**src/hw/mtcmp_pkg.sv**
```systemverilog
// Shared constants, types and state layout of the threshold comparator.
`default_nettype none

package mtcmp_pkg;

	// Data path sizes
	localparam int DATA_W = 32; // Measured value and threshold width
	localparam int SET_N = 16; // Number of comparison sets
	localparam int SET_W = 4; // Set index width
	localparam int LVL_N = 4; // Thresholds per set
	localparam int LVL_W = 2; // Threshold index width
	localparam int NLEV_W = 3; // Holds a level count of 0 to 4
	localparam int BAND_N = 5; // Judgment outputs
	localparam int BAND_W = 3; // Band index width
	localparam int ADDR_W = 7; // Avalon word address width
	localparam int BE_W = 4; // Byte enables
	localparam int IN_N = 5; // Four select pins plus the latch pin
	localparam int IN_LATCH_BIT = 4; // Latch pin position in the input vector
	localparam int CNT_W = 16; // Input filter counter width

	// Timing, in microseconds as specified, then in clock cycles
	localparam longint CLK_HZ = 10_000_000;
	localparam longint US_PER_S = 1_000_000;
	localparam int INT_DELAY_US = 3000; // Least time to internal operation
	localparam int DEB_DELAY_US = 350; // Turn-on delay with debounce option
	localparam int FAST_DELAY_US = 3; // Turn-on delay without debounce

	// Least times round up to whole cycles, never below one
	function automatic int mtcmp_us_to_cyc(input int us);
		longint c;
		c = (longint'(us) * CLK_HZ + US_PER_S - 1) / US_PER_S;
		return (c < 1) ? 1 : int'(c);
	endfunction : mtcmp_us_to_cyc

	localparam int INT_DELAY_CYC = mtcmp_us_to_cyc(INT_DELAY_US);
	localparam int DEB_DELAY_CYC = mtcmp_us_to_cyc(DEB_DELAY_US);
	localparam int FAST_DELAY_CYC = mtcmp_us_to_cyc(FAST_DELAY_US);

	// Register map, word addresses
	localparam logic [ADDR_W-1:0] ADR_THR_LAST = 7'h3F; // Thresholds 00..3F
	localparam logic [ADDR_W-1:0] ADR_CTRL = 7'h40;
	localparam logic [ADDR_W-1:0] ADR_STATUS = 7'h41;
	localparam logic [ADDR_W-1:0] ADR_MEAS = 7'h42;
	localparam int ADR_LVL_LSB = 0; // Threshold index inside a set
	localparam int ADR_SET_LSB = 2; // Set number field of the address

	// Control register fields
	localparam int CTRL_MODE_BIT = 0; // 1 = positioning, 0 = comparator
	localparam int CTRL_DEB_BIT = 1; // Debounce option connected
	localparam int CTRL_SWSEL_BIT = 2; // Software chooses the set
	localparam int CTRL_SWSET_LSB = 4; // Software set number
	localparam logic [DATA_W-1:0] CTRL_RESET = 32'h0000_0000;

	// Status register fields
	localparam int ST_JUDGE_LSB = 0;
	localparam int ST_SET_LSB = 8;
	localparam int ST_LATCH_BIT = 12;
	localparam int ST_REJ_BIT = 13;
	localparam int ST_NLEV_LSB = 16;

	// Reset values
	localparam logic [IN_N-1:0] IN_IDLE = 5'h1F; // Undriven pins read high
	localparam logic [BAND_N-1:0] JUDGE_RESET = 5'h01; // Band 0 only
	localparam logic [DATA_W-1:0] WORD_ZERO = 32'h0000_0000;

	// Types
	typedef logic [DATA_W-1:0] mtcmp_word_t;
	typedef mtcmp_word_t [LVL_N-1:0] mtcmp_set_t;

	typedef enum logic [1:0] {
		MTCMP_IDLE = 2'b00,
		MTCMP_EVAL = 2'b01,
		MTCMP_ACK = 2'b10
	} mtcmp_bus_e;

	// One write into the threshold memory
	typedef struct packed {
		logic we;
		logic [SET_W-1:0] addr;
		mtcmp_set_t data;
	} mtcmp_memwr_s;

	// One Avalon request as the master holds it
	typedef struct packed {
		logic [ADDR_W-1:0] addr;
		logic rd;
		logic wr;
		mtcmp_word_t wdata;
		logic [BE_W-1:0] be;
	} mtcmp_avs_req_s;

	// Whole state of the comparator top
	typedef struct packed {
		logic [IN_N-1:0] sync1;
		logic [IN_N-1:0] sync2;
		logic [IN_N-1:0] samp;
		logic [CNT_W-1:0] cnt;
		logic [IN_N-1:0] acc;
		logic mode_pos;
		logic deb_on;
		logic sw_sel;
		logic [SET_W-1:0] sw_set;
		logic [SET_N-1:0][NLEV_W-1:0] nlev;
		mtcmp_bus_e bstate;
		logic waitreq;
		mtcmp_word_t rdata;
		logic wr_rej;
		logic rd_judge;
		logic [SET_W-1:0] rd_set;
		logic latched;
		logic [BAND_N-1:0] judge;
	} mtcmp_state_s;

endpackage : mtcmp_pkg

`default_nettype wire

```
**src/hw/mtcmp_thr_mem.sv**
```systemverilog
// Threshold store: sixteen sets of four words, registered read port.
`default_nettype none

module mtcmp_thr_mem
	import mtcmp_pkg::*;
(
	// Clock, reset and freeze
	input wire logic CLOCK,
	input wire logic RESET,
	input wire logic CE,
	// Write port
	input var mtcmp_memwr_s WR,
	// Read port, data one cycle after the address
	input wire logic [SET_W-1:0] RADDR,
	output logic [LVL_N*DATA_W-1:0] RDATA
);

	mtcmp_set_t mem [SET_N]; // One word holds a full set
	mtcmp_set_t rdata_q; // Registered read data

	// Array is not reset, so it stays a plain RAM; counts guard it
	always_ff @(posedge CLOCK) begin
		if (CE && WR.we) begin
			mem[WR.addr] <= WR.data;
		end
	end

	// Read register, cleared by reset
	always_ff @(posedge CLOCK or posedge RESET) begin
		if (RESET) begin
			rdata_q <= '0;
		end else if (CE) begin
			rdata_q <= mem[RADDR];
		end
	end

	assign RDATA = rdata_q;

endmodule : mtcmp_thr_mem

`default_nettype wire

```
**src/hw/mtcmp_top.sv**
```systemverilog
// Multi-level threshold comparator with Avalon-MM register access.
//
// How it works
// - Each set holds up to four thresholds
// - Sixteen sets stored, any one active
// - Below first threshold gives output 0
// - Between thresholds k and k+1 gives k
// - At or above fourth threshold gives 4
// - Positioning mode evaluates a single level only
// - Open-collector and relay groups show same judgment
// - Four select pins weighted bit 0 to 3
// - Select pins active low, all high is 00
// - Undriven select pins fall back to set 00
// - Latch pin sits beside the select pins
// - Input change acts no sooner than 3 ms
// - Debounce option adds 350 us, else 3 us
// - Asserted latch freezes the current judgment
// - Thresholds within a set strictly ascending
`default_nettype none

module mtcmp_top
	import mtcmp_pkg::*;
#(
	// Cycles to internal operation; shorten only in simulation
	parameter int INT_DELAY_CYC_P = INT_DELAY_CYC
) (
	// Clock, reset and freeze
	input wire logic CLOCK,
	input wire logic RESET,
	input wire logic CE,
	// Measured value from the counter, same clock
	input wire logic [DATA_W-1:0] MEAS_VALUE,
	// Isolated external inputs, low = active
	input wire logic SET_SELECT_IN_B0_N,
	input wire logic SET_SELECT_IN_B1_N,
	input wire logic SET_SELECT_IN_B2_N,
	input wire logic SET_SELECT_IN_B3_N,
	input wire logic LATCH_IN_N,
	// Avalon-MM slave
	input wire logic [ADDR_W-1:0] AVS_ADDRESS,
	input wire logic AVS_READ,
	input wire logic AVS_WRITE,
	input wire logic [DATA_W-1:0] AVS_WRITEDATA,
	input wire logic [BE_W-1:0] AVS_BYTEENABLE,
	output logic [DATA_W-1:0] AVS_READDATA,
	output logic AVS_WAITREQUEST,
	// Open-collector judgment drivers, high = on
	output logic JUDGE_OC_OUT0,
	output logic JUDGE_OC_OUT1,
	output logic JUDGE_OC_OUT2,
	output logic JUDGE_OC_OUT3,
	output logic JUDGE_OC_OUT4,
	// Relay judgment drivers, high = on
	output logic JUDGE_RELAY_OUT0,
	output logic JUDGE_RELAY_OUT1,
	output logic JUDGE_RELAY_OUT2,
	output logic JUDGE_RELAY_OUT3,
	output logic JUDGE_RELAY_OUT4
);

	// Replace the enabled byte lanes of an old word
	function automatic mtcmp_word_t be_merge(input mtcmp_word_t old_w,
		input mtcmp_word_t new_w, input logic [BE_W-1:0] be);
		mtcmp_word_t r;
		r = old_w;
		for (int b = 0; b < BE_W; b++) begin
			if (be[b]) begin
				r[b*8 +: 8] = new_w[b*8 +: 8];
			end
		end
		return r;
	endfunction : be_merge

	// Signed at-or-above test used by both judgment and write check
	function automatic logic at_or_above(input mtcmp_word_t v,
		input mtcmp_word_t t);
		return $signed(v) >= $signed(t);
	endfunction : at_or_above

	mtcmp_state_s q; // Registered state
	mtcmp_state_s d; // Next state
	mtcmp_avs_req_s req; // Bus request as held by the master
	mtcmp_memwr_s mem_wr; // Threshold memory write
	logic [SET_W-1:0] mem_raddr; // Threshold memory read set
	mtcmp_set_t mem_rdata; // Threshold set read back
	logic [IN_N-1:0] pin_raw; // Raw pins, latch on top
	logic [CNT_W-1:0] filt_lim; // Stable cycles before acceptance
	logic [SET_W-1:0] sel_set; // Set chosen for judgment
	logic latch_on; // Accepted latch level
	logic bus_idle; // No request pending
	logic [SET_W-1:0] req_set; // Set field of the bus address
	logic [LVL_W-1:0] req_lvl; // Threshold field of the bus address
	logic req_thr; // Address falls in the threshold block
	logic [NLEV_W-1:0] nlev_use; // Levels that take part in judging
	logic [BAND_W-1:0] band; // Band the measured value lies in
	mtcmp_word_t thr_new; // Threshold after byte merge
	mtcmp_word_t ctrl_word; // Control register image
	mtcmp_word_t stat_word; // Status register image
	logic thr_ok; // Threshold write keeps the set ascending

	// Bundle the bus pins
	assign req.addr = AVS_ADDRESS;
	assign req.rd = AVS_READ;
	assign req.wr = AVS_WRITE;
	assign req.wdata = AVS_WRITEDATA;
	assign req.be = AVS_BYTEENABLE;

	// Bit 0 to bit 3 weighting of the select pins
	assign pin_raw = {LATCH_IN_N, SET_SELECT_IN_B3_N, SET_SELECT_IN_B2_N,
		SET_SELECT_IN_B1_N, SET_SELECT_IN_B0_N};

	// Memory reads the active set unless a bus request owns it
	assign bus_idle = (q.bstate == MTCMP_IDLE) && !(req.rd || req.wr);
	assign req_set = req.addr[ADR_SET_LSB +: SET_W];
	assign req_lvl = req.addr[ADR_LVL_LSB +: LVL_W];
	assign req_thr = (req.addr <= ADR_THR_LAST);
	assign mem_raddr = bus_idle ? sel_set : req_set;

	mtcmp_thr_mem u_mem (
		.CLOCK(CLOCK),
		.RESET(RESET),
		.CE(CE),
		.WR(mem_wr),
		.RADDR(mem_raddr),
		.RDATA(mem_rdata)
	);

	// Next-state logic
	always_comb begin
		d = q;
		mem_wr = '0;
		filt_lim = '0;
		sel_set = '0;
		latch_on = 1'b0;
		nlev_use = '0;
		band = '0;
		thr_new = WORD_ZERO;
		thr_ok = 1'b0;
		ctrl_word = WORD_ZERO;
		stat_word = WORD_ZERO;

		// Two-stage synchroniser; only stage two feeds the filter
		d.sync1 = pin_raw;
		d.sync2 = q.sync1;

		// Photocoupler delay plus the least delay to internal use
		if (q.deb_on) begin
			filt_lim = CNT_W'(INT_DELAY_CYC_P + DEB_DELAY_CYC);
		end else begin
			filt_lim = CNT_W'(INT_DELAY_CYC_P + FAST_DELAY_CYC);
		end

		// Any change restarts the count; glitches never reach use
		if (q.sync2 != q.samp) begin
			d.samp = q.sync2;
			d.cnt = '0;
		end else if (q.cnt < filt_lim) begin
			d.cnt = q.cnt + 1'b1;
		end else begin
			d.acc = q.samp;
		end

		// Low pin counts as one; idle high pins give set 00
		if (q.sw_sel) begin
			sel_set = q.sw_set;
		end else begin
			sel_set = ~q.acc[SET_W-1:0];
		end
		latch_on = ~q.acc[IN_LATCH_BIT];

		// Positioning mode judges against the first level only
		nlev_use = q.nlev[q.rd_set];
		if (q.mode_pos && (nlev_use > NLEV_W'(1))) begin
			nlev_use = NLEV_W'(1);
		end

		// Count thresholds reached; ascending order makes it the band
		for (int k = 0; k < LVL_N; k++) begin
			if ((NLEV_W'(k) < nlev_use)
				&& at_or_above(MEAS_VALUE, mem_rdata[k])) begin
				band = BAND_W'(k + 1);
			end
		end

		// Read data of the active set arrive one cycle after the address
		d.rd_judge = bus_idle;
		d.rd_set = sel_set;
		d.latched = latch_on;
		if (q.rd_judge && !latch_on) begin
			d.judge = BAND_N'(1) << band;
		end // Held while latched

		// Register images
		ctrl_word[CTRL_MODE_BIT] = q.mode_pos;
		ctrl_word[CTRL_DEB_BIT] = q.deb_on;
		ctrl_word[CTRL_SWSEL_BIT] = q.sw_sel;
		ctrl_word[CTRL_SWSET_LSB +: SET_W] = q.sw_set;
		stat_word[ST_JUDGE_LSB +: BAND_N] = q.judge;
		stat_word[ST_SET_LSB +: SET_W] = sel_set;
		stat_word[ST_LATCH_BIT] = q.latched;
		stat_word[ST_REJ_BIT] = q.wr_rej;
		stat_word[ST_NLEV_LSB +: NLEV_W] = q.nlev[sel_set];

		// A write may replace a stored level or add the next one, and must exceed its predecessor
		thr_new = be_merge(mem_rdata[req_lvl], req.wdata, req.be);
		if (NLEV_W'(req_lvl) > q.nlev[req_set]) begin
			thr_ok = 1'b0;
		end else if (req_lvl == '0) begin
			thr_ok = 1'b1;
		end else begin
			thr_ok = !at_or_above(mem_rdata[req_lvl - 1'b1], thr_new);
		end

		// Avalon slave: take, evaluate with memory data, answer
		case (q.bstate)
			MTCMP_IDLE: begin
				if (req.rd || req.wr) begin
					d.bstate = MTCMP_EVAL;
				end
			end
			MTCMP_EVAL: begin
				d.bstate = MTCMP_ACK;
				d.waitreq = 1'b0;
				d.rdata = WORD_ZERO;
				if (req.wr) begin
					if (req_thr) begin
						// Accepted value drops every later level
						d.wr_rej = !thr_ok;
						if (thr_ok) begin
							mem_wr.we = 1'b1;
							mem_wr.addr = req_set;
							mem_wr.data = mem_rdata;
							mem_wr.data[req_lvl] = thr_new;
							d.nlev[req_set] = NLEV_W'(req_lvl) + 1'b1;
						end
					end else if (req.addr == ADR_CTRL) begin
						ctrl_word = be_merge(ctrl_word, req.wdata, req.be);
						d.mode_pos = ctrl_word[CTRL_MODE_BIT];
						d.deb_on = ctrl_word[CTRL_DEB_BIT];
						d.sw_sel = ctrl_word[CTRL_SWSEL_BIT];
						d.sw_set = ctrl_word[CTRL_SWSET_LSB +: SET_W];
					end
				end else if (req_thr) begin
					d.rdata = mem_rdata[req_lvl];
				end else if (req.addr == ADR_CTRL) begin
					d.rdata = ctrl_word;
				end else if (req.addr == ADR_STATUS) begin
					d.rdata = stat_word;
				end else if (req.addr == ADR_MEAS) begin
					d.rdata = MEAS_VALUE;
				end // Unmapped: reads zero, writes ignored
			end
			MTCMP_ACK: begin
				// Master releases on this edge; raise the wait again
				d.bstate = MTCMP_IDLE;
				d.waitreq = 1'b1;
			end
			default: begin
				d.bstate = MTCMP_IDLE;
				d.waitreq = 1'b1;
			end
		endcase
	end

	// State register; low clock enable freezes everything
	always_ff @(posedge CLOCK or posedge RESET) begin
		if (RESET) begin
			q <= '0;
			q.sync1 <= IN_IDLE;
			q.sync2 <= IN_IDLE;
			q.samp <= IN_IDLE;
			q.acc <= IN_IDLE;
			q.mode_pos <= CTRL_RESET[CTRL_MODE_BIT];
			q.deb_on <= CTRL_RESET[CTRL_DEB_BIT];
			q.sw_sel <= CTRL_RESET[CTRL_SWSEL_BIT];
			q.sw_set <= CTRL_RESET[CTRL_SWSET_LSB +: SET_W];
			q.bstate <= MTCMP_IDLE;
			q.waitreq <= 1'b1;
			q.judge <= JUDGE_RESET;
		end else if (CE) begin
			q <= d;
		end
	end

	// Both driver groups come from the same judgment flops
	assign JUDGE_OC_OUT0 = q.judge[0];
	assign JUDGE_OC_OUT1 = q.judge[1];
	assign JUDGE_OC_OUT2 = q.judge[2];
	assign JUDGE_OC_OUT3 = q.judge[3];
	assign JUDGE_OC_OUT4 = q.judge[4];
	assign JUDGE_RELAY_OUT0 = q.judge[0];
	assign JUDGE_RELAY_OUT1 = q.judge[1];
	assign JUDGE_RELAY_OUT2 = q.judge[2];
	assign JUDGE_RELAY_OUT3 = q.judge[3];
	assign JUDGE_RELAY_OUT4 = q.judge[4];
	assign AVS_READDATA = q.rdata;
	assign AVS_WAITREQUEST = q.waitreq;

endmodule : mtcmp_top

`default_nettype wire

```
**config.mk**
```make
export PLATFORM = sky130hd
export DESIGN_NAME = mtcmp_top
export DESIGN_NICKNAME = d
export VERILOG_FILES = /design/src/hw/mtcmp_pkg.sv /design/src/hw/mtcmp_thr_mem.sv /design/src/hw/mtcmp_top.sv
export SDC_FILE = /design/constraint.sdc
export NUM_CORES = 2
export LEC_CHECK = 0
export CELL_PAD_IN_SITES_DETAIL_PLACEMENT = 0
export CELL_PAD_IN_SITES_GLOBAL_PLACEMENT = 1
export CORE_MARGIN = 4
export CORE_UTILIZATION = 50
export CTS_BUF_LIST = sky130_fd_sc_hd__clkbuf_2 sky130_fd_sc_hd__clkbuf_4 sky130_fd_sc_hd__clkbuf_8
export DETAILED_ROUTE_END_ITERATION = 8
export DONT_BUFFER_PORTS = 1
export PLACE_DENSITY = 0.87
export RECOVER_POWER = 25
export SLEW_MARGIN = 15
export SYNTH_ARGS = -nofsm -noshare
export SYNTH_HDL_FRONTEND = slang
export SYNTH_SLANG_ARGS = --single-unit
```
**constraint.sdc**
```tcl
create_clock -name CLOCK -period 12.1 [get_ports CLOCK]
set_input_delay 2.42 -clock CLOCK [delete_from_list [all_inputs] [get_ports CLOCK]]
set_output_delay 2.42 -clock CLOCK [all_outputs]
set_load 0.005 [all_outputs]
```
# After elaboration in Yosys (flattened, before gate mapping)
# Memories as Yosys holds them, arrays and structs flattened. A register that Yosys moved wholly into a read port is not among the register bits.
# Cells that the tools add are included.
# Widths: inputs -> output; s select.
# totals
ff_bits	138
mem_bits_rw	2048
input_bits	85
output_inout_bits	43
n_memories	1
# classes
n_addsub	3
n_lt_le_gt_ge	20
n_eq_ne	6
shift	1
muxes	46
bitwise_logic	6
reduce_logical	27
# mem_list
name	words	word_bits	read_ports	rd_clocked_by_memory_dff	write_ports	line_no	source
u_mem.mem	16	128	1	1	1	mtcmp_thr_mem.sv:18	mtcmp_set_t mem [SET_N];
# op_table
cell	count
$mux 133	4
$mux 32	8
$ge 32x32->1	5
$bmux 32 s2	2
$bwmux 128	1
$demux 32 s2	1
$bwmux 48	1
$mux 16	3
$bmux 3 s4	3
$mux 8	4
$mux 3	8
$eq 7x7->1 const B	3
$add 16x1->16 const B	1
$lt 16x16->1	1
$lt 4x5->1 const B	3
$demux 3 s4	1
$reduce_and 2->1	6
$logic_and 1x1->1	10
$mux 4	2
$le 7x6->1 const B	1
$lt 1x3->1 const A	2
$lt 2x3->1 const A	2
$lt 2x3->1 const B	2
$reduce_and 6->1	1
other kinds (23)	34

# Longest topological paths before layout
# depth
depth_word	14
mapped_depth	19
ltp_nobuf	13

# Modules after synthesis
# From an unflattened synthesis, not the netlist that was laid out.
# unflattened
hier_cells	5446
area_unflattened_um2	97783.8
# modules_own_cells
mod	instances	cells_each	area_per_inst_um2	seq_area_each_um2
mtcmp_thr_mem	1	3733	82131.3	64702.1
mtcmp_top	1	1713	15652.5	3480.8

# Worst setup path before layout
# OpenSTA, ideal clock, no wires.
# synth_timing
path_type	input to register
start	input port AVS_ADDRESS[0]
end	memory u_mem.mem[15][0] (netlist name) (enable)
arrival_time_ns	9.589
setup_slack_ns	2.030
cell_stages	18
path_buffers	6
path_cell_list	buf_1 -> clkbuf_1 -> inv_1 -> clkbuf_1 -> ha_1 -> buf_1 -> clkbuf_1 -> mux4_2 -> ha_1 -> a21o_1 -> a21o_1 -> a21oi_1 -> o21a_1 -> o211ai_1 -> mux2i_1 -> clkbuf_1 -> o2111ai_1 -> inv_1
# synth_between
elab_chain_cells	14
word_cells_on_any_way	23
cone_classes	add/sub: 1; order compare: 3; mux: 16; reduce/logical: 3
# synth_rtl
element	line_no	source
from (decl)	mtcmp_top.sv:40	input wire logic [ADDR_W-1:0] AVS_ADDRESS,
$sub 2x1->2 / $bmux 32 s2 (equally long branches)	mtcmp_top.sv:211, mtcmp_top.sv:205	
$bmux 32 s2 / $mux 32 (equally long branches)	mtcmp_top.sv:211, mtcmp_top.sv:205	
$mux 32 (implied by the code) / $mux 8 (equally long branches)	mtcmp_top.sv:211, mtcmp_top.sv:67	
$ge 32x32->1	mtcmp_top.sv:77	return $signed(v) >= $signed(t);
$logic_not 1->1	mtcmp_top.sv:211	thr_ok = !at_or_above(mem_rdata[req_lvl - 1'b1], thr_new);
$mux 1	mtcmp_top.sv:208	end else if (req_lvl == '0) begin
$mux 1	mtcmp_top.sv:206	if (NLEV_W'(req_lvl) > q.nlev[req_set]) begin
$mux 133	mtcmp_top.sv:229	if (thr_ok) begin
$mux 133 (*)	mtcmp_top.sv:226	if (req_thr) begin
$mux 133 (*)	mtcmp_top.sv:225	if (req.wr) begin
$mux 133 (*)	mtcmp_top.sv:215	case (q.bstate)
$logic_and 1x1->1	mtcmp_thr_mem.sv:23	if (CE && WR.we) begin
$mux 1	mtcmp_thr_mem.sv:23	
$mux 1 (implied by the code)	mtcmp_thr_mem.sv:24	mem[WR.addr] <= WR.data;
to (decl)	mtcmp_thr_mem.sv:18	
# Mark *: on every way between the ends. The rest lies on a longest branch, timed or not. The select of a mux whose other input is x is not followed.

==> results.cfg <==
[clocking]
cts_made_buffers = 383
clk_latency_ns = 1.15
clk_path_buf_depth = 4
htreeDepth = 5
path_clk_slew_ns = 0.05
cts.root.buffer_cell = clkbuf_8
cts_tree = done
cts_resized = 0
clock_sinks = 2314
hold_buffers = 0
post_cts_buffers = 0

[placed_design]
portBuffers = 0
dp_hpwl_um = 156000
globalplace.congestion = 0.982

[final_layout]
nNetsFinal = 8157
area_growth_pct = 10.8
drive_gt1_frac = 0.126

[setup_path]
cp.required_ns = 12.99
reg2regPathDepth = 8
path_max_fanout = 69
critPathCaptureType = flip-flop
critPathKind = primary input to flip-flop
start_kind = primary input
worstPathArrival_ns = 10.86

[power_and_ir_drop]
total_power_mw = 19.1
p_leak_nw = 40.9
powerDensity_nw_per_um2 = 172
ir_drop_mv = 0.124

[routing]
drt_iter0_drc = 9432
first_pass_iters = 8
vias = 68500
drcViolationCount = 0
drt_wl_total_um = 300000
avgViaCountPerCell = 6.29
wl_per_cell_um = 27.6
ant_nets = 0

[grt]
grt_usage = 0.285
grt_max_degree = 188
antenna_found_initial = 34
grt_pass1_wl_um = 434000
overflow = 0
grt_pass1_vias = 65700

[sta]
grt_setup_unrepaired = no
tightest_slew_ns = 6.23
hold_violations = 0
fmaxAchievable_mhz = 100
clock_skew_ns = 0.123
period_share = 0.824
fin_tns_setup_ns = 0
maxSlewHeadroom = -3.16
setup_viol = 0
fin_crit_ns = 9.97
hold_ws_ns = 0.521
final_max_slew_viol_count = 937

[die]
rows = 163
initial_core_util = 0.504
fp.dieArea_um2 = 207000
io_pins = 128
die_h_um = 455
dieWidth_um = 455
coreArea_um2 = 198000

[synthesis]
synthTopCellsByCount = nand2_1 (2257), edfxtp_1 (2048), nand3_1 (536), a311oi_1 (513), clkbuf_1 (353)
yosysWarningCount = 0
syn_inst = 7887
ys_top_cells_by_area = edfxtp_1 (62%), nand2_1 (8.5%), dfrtp_1 (6.1%)
synth.largest_area_cell = edfxtp_1
synthFlopType = edfxtp_1
ys_async_sr_fraction = 0.115
synth_most_common_cell = nand2_1
synth_edf_count = 2048
synth_fp_nets = 8148
synth_top_area_frac = 0.616
syn_area_per_cell_um2 = 12.7
synth_area_um2 = 99900
yosys.cell_types.count = 62
synth-seq-cells = 2314
synth_seq_area_share = 0.683

[hold_path]
hold_path_depth = 2
hp-class = flip-flop to flip-flop

[job]
maxCapViolCount = 17

[status]
status = complete, but fails checks
violations = max-capacitance violations, max-slew violations
## logic make-up after synthesis
family,Yosys count,synth area share
multiplexers,234,0.0376
flip-flops,2314,0.683
XOR/XNOR,17,0.00149
buffers and inverters,760,0.0325
AND/OR/NAND/NOR,3342,0.142
adder cells (fa/ha/maj),176,0.0220
AO/OA/AOI/OAI,1044,0.0822
## layer usage
layer | share of wire | global-route usage | routed length (um) | vias to the layer above
met5 | 0.00022 | 0 | 67 | -
li1 | - | - | - | 29500
met3 | 0.11 | 0.0670 | 32900 | 1028
met1 | 0.36 | 0.359 | 107000 | 33400
met4 | 0.082 | 0.214 | 24700 | 10
met2 | 0.45 | 0.432 | 135000 | 4543
## flip-flops by register name, summed over array words and instances, names as in the netlist
signal           count
u_mem.RDATA        128
AVS_READDATA        32
JUDGE_OC_OUT0        1
q                   95
JUDGE_OC_OUT1        1
u_mem.mem         2048
JUDGE_OC_OUT2        1
d                    5
JUDGE_OC_OUT3        1
JUDGE_OC_OUT4        1
AVS_WAITREQUEST      1
## report_power, final
| group | internal, mW | switching (mW) | total (mW) |
|---|---|---|---|
| logic | 0.866 | 1.78 | 2.64 |
| clock network | 4.08 | 3.12 | 7.20 |
| registers | 8.85 | 0.389 | 9.24 |
## through the flow
stage / setup slack [ns] / std cells / instance area, um2 / utilization
floorplan: 2.03 / 7887 / 99900 / -
global placement: 3.06 / 10100 / 103000 / 0.519
detailed placement: 2.91 / 10100 / 103000 / 0.519
CTS: 4.01 / 10800 / 111000 / 0.560
global route: 2.20 / 10900 / 111000 / 0.559
finish: 2.13 / 10900 / 111000 / 0.559
## layout make-up
class                           instances  area [um2]
Antenna cell                           38        95.1
Clock buffer                          533        6670
Clock inverter                        160        1370
Fill cell                           15500       87400
Inverter                              165         742
Multi-Input combinational cell       4813       28600
Sequential cell                      2314       68200
Tap cell                             2640        3300
Timing Repair Buffer                  219        1660
## critical path: stages
cell	delay, ns
inv_1	0.10
clkbuf_1	0.79
ha_1	1.35
mux4_2	0.44
ha_1	0.56
nand4_1	0.47
nor3_1	0.47
o21ai_0	0.22
o211ai_1	0.16
mux2i_2	0.96
o2111ai_1	0.93
buf_4	0.65
buf_4	0.49
a211oi_1	0.33
buf_4	0.26
## cells in the final DEF, fill, tap and decap left out, types with 64 or more instances in the layout
cell type / n
inv_1: 147
clkbuf_4: 106
nand3_1: 536
o31ai_1: 134
a311oi_1: 513
a21oi_1: 69
dfrtp_1: 244
edfxtp_1: 2048
ha_1: 173
clkinv_2: 64
a211oi_1: 126
buf_4: 140
and3_1: 262
nor2_1: 170
mux2_2: 78
mux4_2: 104
clkbuf_8: 427
nand2_1: 2256
## path summary, 6_finish.rpt
kind	endpoint	from	slack, ns
setup / recovery	u_mem.mem[12][14]$_DFFE_PP_	AVS_ADDRESS[0]	2.13
hold / removal	AVS_READDATA[3]$_DFFE_PP0P_	AVS_READDATA[3]$_DFFE_PP0P_	0.52
setup reg to reg	u_mem.RDATA[79]$_DFFE_PP0P_	q[46]$_DFFE_PP0P_	3.09
hold reg to reg	AVS_READDATA[3]$_DFFE_PP0P_	AVS_READDATA[3]$_DFFE_PP0P_	0.52
max in group asynchronous	u_mem.RDATA[76]$_DFFE_PP0P_	RESET	3.60
min in group asynchronous	u_mem.RDATA[8]$_DFFE_PP0P_	RESET	3.15
(Power assumes the default switching activity.)
